--- src/apsr_defs.svh ---
// Purpose: Timing and width constants for the pseudo-static RAM controller.
// Assumes: 125 MHz system clock, 8 ns period; slower (70 ns) grade timing.
// Notes: Cycle counts derive from the figures in ns by ceiling division.
`ifndef APSR_DEFS_SVH
`define APSR_DEFS_SVH

`define APSR_CLK_PERIOD_NS 8
`define APSR_ADDR_W 20
`define APSR_DATA_W 16
// Least read cycle time in ns, and in whole cycles rounded up.
`define APSR_T_RC_NS 70
`define APSR_RC_CYC ((`APSR_T_RC_NS + `APSR_CLK_PERIOD_NS - 1) / `APSR_CLK_PERIOD_NS)
// Least write pulse and address-to-write-end time in ns, and in cycles.
`define APSR_T_PWE_NS 60
`define APSR_PWE_CYC ((`APSR_T_PWE_NS + `APSR_CLK_PERIOD_NS - 1) / `APSR_CLK_PERIOD_NS)
// Least data setup before write end, in ns.
`define APSR_T_SD_NS 30
// Longest write strobe pulse in ns; the write pulse stays far below it.
`define APSR_T_PWE_MAX_NS 15000
// Counter width for the access timers.
`define APSR_CNT_W 5

`endif

--- src/apsr_pkg.sv ---
// Purpose: Types shared by the pseudo-static RAM controller.
// Assumes: Widths from apsr_defs.svh.
// Notes: Requests and pin groups travel as packed structs.
`include "apsr_defs.svh"
package apsr_pkg;

	// A request from the user side.
	typedef struct packed {
		logic write;
		logic [1:0] lane_en;
		logic [`APSR_ADDR_W-1:0] addr;
		logic [`APSR_DATA_W-1:0] wdata;
	} apsr_req_t;

	// The control pins toward the memory, all but the secondary select active low.
	typedef struct packed {
		logic primary_select_n;
		logic secondary_select;
		logic out_gate_n;
		logic write_strobe_n;
		logic low_lane_enable_n;
		logic high_lane_enable_n;
	} apsr_ctl_t;

endpackage

--- src/apsr_ctrl.sv ---
// Purpose: Host controller driving an asynchronous 1M x 16 pseudo-static RAM.
// Assumes: Memory pins are timed from this clock; read data meets setup at the sample edge.
// Notes: One access at a time; each access keeps its address for a full read cycle time.
// Behaviour
// - Write strobe stays high during every read.
// - Address valid before primary select falls.
// - Address stable 60 ns before write end.
// - No fast address changes in long cycles.
// - Low strobe writes, high strobe reads.
`timescale 1ns/100ps
`default_nettype none
`include "apsr_defs.svh"
module apsr_ctrl (
	// Clock and reset.
	input wire logic i_sys_clk,
	input wire logic i_reset,
	// User request port.
	input wire logic i_req_valid,
	output logic o_req_ready,
	input wire apsr_pkg::apsr_req_t i_req,
	// User read answer.
	output logic o_rd_valid,
	output logic [`APSR_DATA_W-1:0] o_rd_data,
	// Memory pins.
	output apsr_pkg::apsr_ctl_t o_mem_ctl,
	output logic [`APSR_ADDR_W-1:0] o_mem_addr,
	input wire logic [`APSR_DATA_W-1:0] i_mem_dq,
	output logic [`APSR_DATA_W-1:0] o_mem_dq,
	output logic o_mem_dq_oe
);

	typedef enum logic [1:0] {ST_IDLE, ST_SETUP, ST_ACCESS, ST_END} apsr_state_t;

	localparam logic [`APSR_CNT_W-1:0] RC_CNT = `APSR_CNT_W'(`APSR_RC_CYC);
	localparam logic [`APSR_CNT_W-1:0] PWE_CNT = `APSR_CNT_W'(`APSR_PWE_CYC);

	apsr_state_t state_reg;
	logic [`APSR_CNT_W-1:0] cnt_reg;
	apsr_pkg::apsr_req_t req_reg;
	apsr_pkg::apsr_ctl_t ctl_reg;
	logic [`APSR_DATA_W-1:0] rd_data_reg;
	logic rd_valid_reg;
	logic dq_oe_reg;

	// A request is taken only in idle, so one access runs at a time.
	assign o_req_ready = (state_reg == ST_IDLE);
	assign o_mem_ctl = ctl_reg;
	assign o_mem_addr = req_reg.addr;
	assign o_mem_dq = req_reg.wdata;
	assign o_mem_dq_oe = dq_oe_reg;
	assign o_rd_valid = rd_valid_reg;
	assign o_rd_data = rd_data_reg;

	// Sequencer: idle, address setup, timed access, release.
	always_ff @(posedge i_sys_clk) begin
		if (i_reset) begin
			state_reg <= ST_IDLE;
			cnt_reg <= '0;
		end else begin
			case (state_reg)
				ST_IDLE: begin
					if (i_req_valid && (i_req.lane_en != 2'h0)) begin
						state_reg <= ST_SETUP;
					end
				end
				ST_SETUP: begin
					state_reg <= ST_ACCESS;
					cnt_reg <= req_reg.write ? PWE_CNT : RC_CNT;
				end
				ST_ACCESS: begin
					cnt_reg <= cnt_reg - `APSR_CNT_W'(1);
					if (cnt_reg == `APSR_CNT_W'(1)) begin
						state_reg <= ST_END;
					end
				end
				ST_END: begin
					state_reg <= ST_IDLE;
				end
				default: begin
					state_reg <= ST_IDLE;
				end
			endcase
		end
	end

	// Request capture; the address holds from setup through release.
	always_ff @(posedge i_sys_clk) begin
		if (i_reset) begin
			req_reg <= '0;
		end else if (state_reg == ST_IDLE && i_req_valid && (i_req.lane_en != 2'h0)) begin
			req_reg <= i_req;
		end
	end

	// Control pins: selects and lanes open in access, the strobe sets the direction.
	always_ff @(posedge i_sys_clk) begin
		if (i_reset) begin
			ctl_reg <= '{1'b1, 1'b0, 1'b1, 1'b1, 1'b1, 1'b1};
		end else if (state_reg == ST_SETUP) begin
			ctl_reg.primary_select_n <= 1'b0;
			ctl_reg.secondary_select <= 1'b1;
			ctl_reg.out_gate_n <= req_reg.write;
			ctl_reg.write_strobe_n <= ~req_reg.write;
			ctl_reg.low_lane_enable_n <= ~req_reg.lane_en[0];
			ctl_reg.high_lane_enable_n <= ~req_reg.lane_en[1];
		end else if (state_reg == ST_ACCESS && cnt_reg == `APSR_CNT_W'(1)) begin
			// The strobe rises first and ends the write with data still driven.
			ctl_reg.write_strobe_n <= 1'b1;
			ctl_reg.out_gate_n <= 1'b1;
		end else if (state_reg == ST_END) begin
			ctl_reg <= '{1'b1, 1'b0, 1'b1, 1'b1, 1'b1, 1'b1};
		end
	end

	// Data drive spans the strobe pulse and one cycle beyond its end for hold.
	always_ff @(posedge i_sys_clk) begin
		if (i_reset) begin
			dq_oe_reg <= 1'b0;
		end else if (state_reg == ST_SETUP) begin
			dq_oe_reg <= req_reg.write;
		end else if (state_reg == ST_END) begin
			dq_oe_reg <= 1'b0;
		end
	end

	// Read data sampled at the last access cycle; disabled lanes read zero.
	always_ff @(posedge i_sys_clk) begin
		if (i_reset) begin
			rd_data_reg <= '0;
			rd_valid_reg <= 1'b0;
		end else begin
			rd_valid_reg <= 1'b0;
			if (state_reg == ST_ACCESS && cnt_reg == `APSR_CNT_W'(1) && !req_reg.write) begin
				rd_data_reg <= i_mem_dq & {{8{req_reg.lane_en[1]}}, {8{req_reg.lane_en[0]}}};
				rd_valid_reg <= 1'b1;
			end
		end
	end
endmodule
`default_nettype wire

--- config.mk ---
export PLATFORM = sky130hd
export DESIGN_NAME = apsr_ctrl
export DESIGN_NICKNAME = d
export VERILOG_FILES = /design/src/apsr_pkg.sv /design/src/apsr_ctrl.sv
export VERILOG_INCLUDE_DIRS = /design/src
export SDC_FILE = /design/constraint.sdc
export NUM_CORES = 1
export LEC_CHECK = 0
export BUFFER_PORTS_ARGS = -buffer_cell sky130_fd_sc_hd__buf_4
export CAP_MARGIN = 10
export CORE_ASPECT_RATIO = 0.6
export CORE_MARGIN = 2
export CORE_UTILIZATION = 48
export DETAILED_ROUTE_END_ITERATION = 10
export HOLD_SLACK_MARGIN = 0.05
export PLACE_DENSITY = 0.79
export REMOVE_ABC_BUFFERS = 1
export SLEW_MARGIN = 40
export SYNTH_ARGS = -nofsm -noshare
export SYNTH_HDL_FRONTEND = slang
export SYNTH_SLANG_ARGS = --single-unit
--- constraint.sdc ---
create_clock -name i_sys_clk -period 2 [get_ports i_sys_clk]
set_input_delay 0.2 -clock i_sys_clk [delete_from_list [all_inputs] [get_ports i_sys_clk]]
set_output_delay 0.2 -clock i_sys_clk [all_outputs]
set_load 0.02 [all_outputs]
==> flow_summary_export.csv <==
group,metric,value,unit
yosys,synth_warnings,0,
sta,max_clock_freq,570.4,MHz
sta,fin_tns_setup,0,ns
drt,drt-pass1-iter-count,4,
clocking,htreeDepth,3,
critical_path,crit_fanout,16,
floorplan,die_area,6912,um2
clocking,ctsResizeCount,0,
sta,drv_slew,0,
clocking,cts_tree,"built",
critical_path,critPathKind,"reg2reg",
global_routing,met1_usage,26.42,%
power_and_ir_drop,p_int,3.211,mW
finish,largest_reg_flops,20,
finish,fill_cells,523,
finish,multiInputGateArea,1185,um2
yosys,synth-edff-count,0,
critical_path,required,2.25,ns
drt,drtAntennaViolNets,0,
global_routing,use_met2,33.87,%
drt,dr_total_vias,2704,
drt,drt-initial-drc-count,103,
sta,fin_skew,0.009400,ns
yosys,synth_common_cells,"nand2_1 (82), dfxtp_1 (70), a21oi_1 (59), buf_4 (36), clkbuf_1 (19)",
floorplan,ios,119,
run_status,status,"complete, no violations",
yosys,synth_top_area_share,46.76,%
finish,n_antenna_cell,0,
critical_path,crit_slowest_cell,"ha_1",
critical_path,cp-end-kind,"flip-flop",
floorplan,die_w,106.0,um
hold_path,whs_path_depth,3,
yosys,avgSynthCellArea,8.324,um2
clocking,clockRootBuffer,"clkbuf_8",
finish,drive_above_1_share,32.65,%
yosys,synth.distinct_cells,35,
critical_path,start_kind,"flip-flop",
critical_path,cp_cell_sequence,"inv_1 -> ha_1 -> nor2b_1 -> buf_4 -> nand4_1 -> a21oi_1",
global_routing,overflow,0,
critical_path,path_buf_inv,2,
finish,areaGrowthSynthToFinish,30.98,%
global_routing,first_global_vias,2420,
drt,avgViaCountPerCell,5.180,
yosys,yosysTopAreaCell,"dfxtp_1",
power_and_ir_drop,power_frac_comb,34.9,%
sta,setup_violations,0,
drt,drc,0,
power_and_ir_drop,power_switching_share,34.89,%
sta,hold_viol,0,
yosys,synthTopCellsByArea,"dfxtp_1 (47%), nand2_1 (10%), a21oi_1 (9.9%)",
critical_path,cpLargestDelayFamily,"adder cells",
drt,wl,7172,um
power_and_ir_drop,power.leakage,1.665,nW
clocking,clk_path_buf_depth,2,
floorplan,die_h,65.20,um
sta,tightest_slew,0.5729,ns
clocking,cts_setup_buffers,0,
yosys,synth_cells,360,
clocking,clk_latency,0.34,ns
place,portBuffers,118,
critical_path,timing.rr.end,"o_rd_data[13]$_SDFFE_PP0P_",
yosys,ys_seq_elements,70,
critical_path,ff2ff_setup_slack,0.25,ns
finish,area.sequential,1401,um2
floorplan,rows,22,
yosys,synthFlopType,"dfxtp_1",
finish,nNetsFinal,497,
clocking,cts_hold_buffers,0,
power_and_ir_drop,p_clk_share,28.7,%
clocking,numCtsBuffers,9,
power_and_ir_drop,powerDensity,1256,nW/um2
place,dp_slack,0.2585,ns
job,cap_violations,0,
critical_path,crit_arrival,2.01,ns
hold_path,min_to,"o_mem_addr[0]$_SDFFE_PP0P_",
clocking,cts.sinks,70,
yosys,async_flop_share,0,%
floorplan,core_area,6083,um2
place,dp_hpwl,4931,um
sta,rsz0062_at_grt,"no",
global_routing,grt_pass1_wl,11490,um
global_routing,busiest_layer,"met2",
yosys,synth_most_common_cell,"nand2_1",
place,place.gp.congestion,0.8436,
yosys,synth.yosys.seq_area_share,46.76,%
hold_path,hold_path_class,"in2reg",
sta,timing.final.crit_share,87.65,%
global_routing,track_usage,21.07,%
clocking,clk_pin_slew_worst_paths,0.07,ns
critical_path,crit_path_max_incr_delay,0.53,ns
critical_path,r2r_cells,6,
global_routing,grt_max_degree,56,
global_routing,grtUsageMet3,7.143,%
power_and_ir_drop,peakVddDrop,0.5061,mV
yosys,syn_area,2997,um2
sta,fin_crit,1.753,ns
global_routing,antenna_found_initial,0,
floorplan,initial_utilization,49.26,%
power_and_ir_drop,p_seq_share,36.3,%
drt,wl_per_cell,13.74,um
critical_path,r2r_start,"state_reg[0]$_SDFFE_PP0P_",
sta,max-slew-margin-rel,61.81,%
sta,fin_ws,0.2469,ns
hold_path,worstHoldStart,"i_req[16]",
power_and_ir_drop,switchingPower,1.721,mW
[cell usage in the layout (no fill, tap or decap)]
cell type / instances
buf_4: 122
nand2_1: 82
dfxtp_1: 70
a21oi_1: 59
nand4_1: 17
o21ai_1: 13
clkbuf_8: 11
nor2_1: 7
inv_1: 6
o21ai_0: 6
ha_1: 6
nor3_1: 4
nand2b_1: 4
mux2i_1: 3
bufinv_16: 3
and2_1: 2
a2111oi_0: 2
a2111o_1: 2
buf_12: 2
o31ai_1: 1
nand3_1: 1
nor4_1: 1
a31oi_1: 1
a311oi_1: 1
or4b_4: 1
nor4b_4: 1
nor2b_1: 1
o22ai_1: 1
o211a_1: 1
o211ai_1: 1
a22oi_4: 1
o311ai_0: 1
a211o_1: 1
o221a_1: 1
inv_6: 1
clkinv_2: 1
[through the flow]
| stage | instances | instance area, um2 | hold WS (ns) | utilization (%) | power, mW |
|---|---|---|---|---|---|
| global placement | 506 | 3670 | 0.4421 | 60.32 | 3.496 |
| CTS | 522 | 3925 | 0.08771 | 64.52 | 4.970 |
| floorplan | 298 | 2609 | 0.2691 | - | 2.798 |
| finish | 522 | 3925 | 0.1064 | 64.52 | 4.932 |
| global route | 522 | 3925 | 0.09587 | 64.52 | 5.222 |
| detailed placement | 506 | 3670 | 0.4468 | 60.32 | 3.549 |
[worst reg2reg max path, cell delays in order (launching register included)]
cell and delay (ns):
dfxtp_1 0.35, inv_1 0.10, ha_1 0.53, nor2b_1 0.20
buf_4 0.21, nand4_1 0.11, a21oi_1 0.19
[cells by family after synthesis]
logic type	share of synthesized area [%]
compound gates	17.58
fa+ha+maj	2.505
buf+inv	13.70
flops	46.76
mux	1.002
simple gates	18.46
[power groups by stage]
| stage | logic [mW] | clock network [mW] | registers (mW) |
|---|---|---|---|
| after global placement | 1.69 | 0 | 1.81 |
| after detailed placement | 1.72 | 0 | 1.82 |
| final | 1.72 | 1.42 | 1.79 |
| after floorplan | 0.799 | 0 | 2.00 |
| after global routing | 1.88 | 1.52 | 1.82 |
| after CTS | 1.73 | 1.45 | 1.79 |
[final cells by class]
cell class,count,area share (%)
Sequential cell,70,35.70
Clock buffer,11,3.857
Inverter,6,0.5738
Multi-Input combinational cell,222,30.19
Tap cell,84,2.678
Timing Repair Buffer,124,24.35
Clock inverter,5,2.646
[how the worst max path moves through the flow]
stage                     slack, ns                      start  cells after the start                         end
after floorplan                0.03  state_reg[0]$_SDFFE_PP0P_                      5  o_mem_addr[0]$_SDFFE_PP0P_
after global placement         0.35    cnt_reg[0]$_SDFFE_PP0P_                      4   state_reg[1]$_SDFFE_PP0P_
after detailed placement       0.26  state_reg[0]$_SDFFE_PP0P_                      6  o_rd_data[15]$_SDFFE_PP0P_
after CTS                      0.24  state_reg[0]$_SDFFE_PP0P_                      6  o_rd_data[15]$_SDFFE_PP0P_
after global routing           0.09  state_reg[0]$_SDFFE_PP0P_                      6  o_rd_data[15]$_SDFFE_PP0P_
final                          0.25  state_reg[0]$_SDFFE_PP0P_                      6  o_rd_data[13]$_SDFFE_PP0P_
[routing by layer]
layer,wire (um),vias up,share of wire [%]
met1,3246,1255,45
li1,-,1335,-
met3,614,9,8.6
met2,3231,105,45
met4,78,0,1.1
met5,0,-,0
Power figures use the tool's default switching activity.
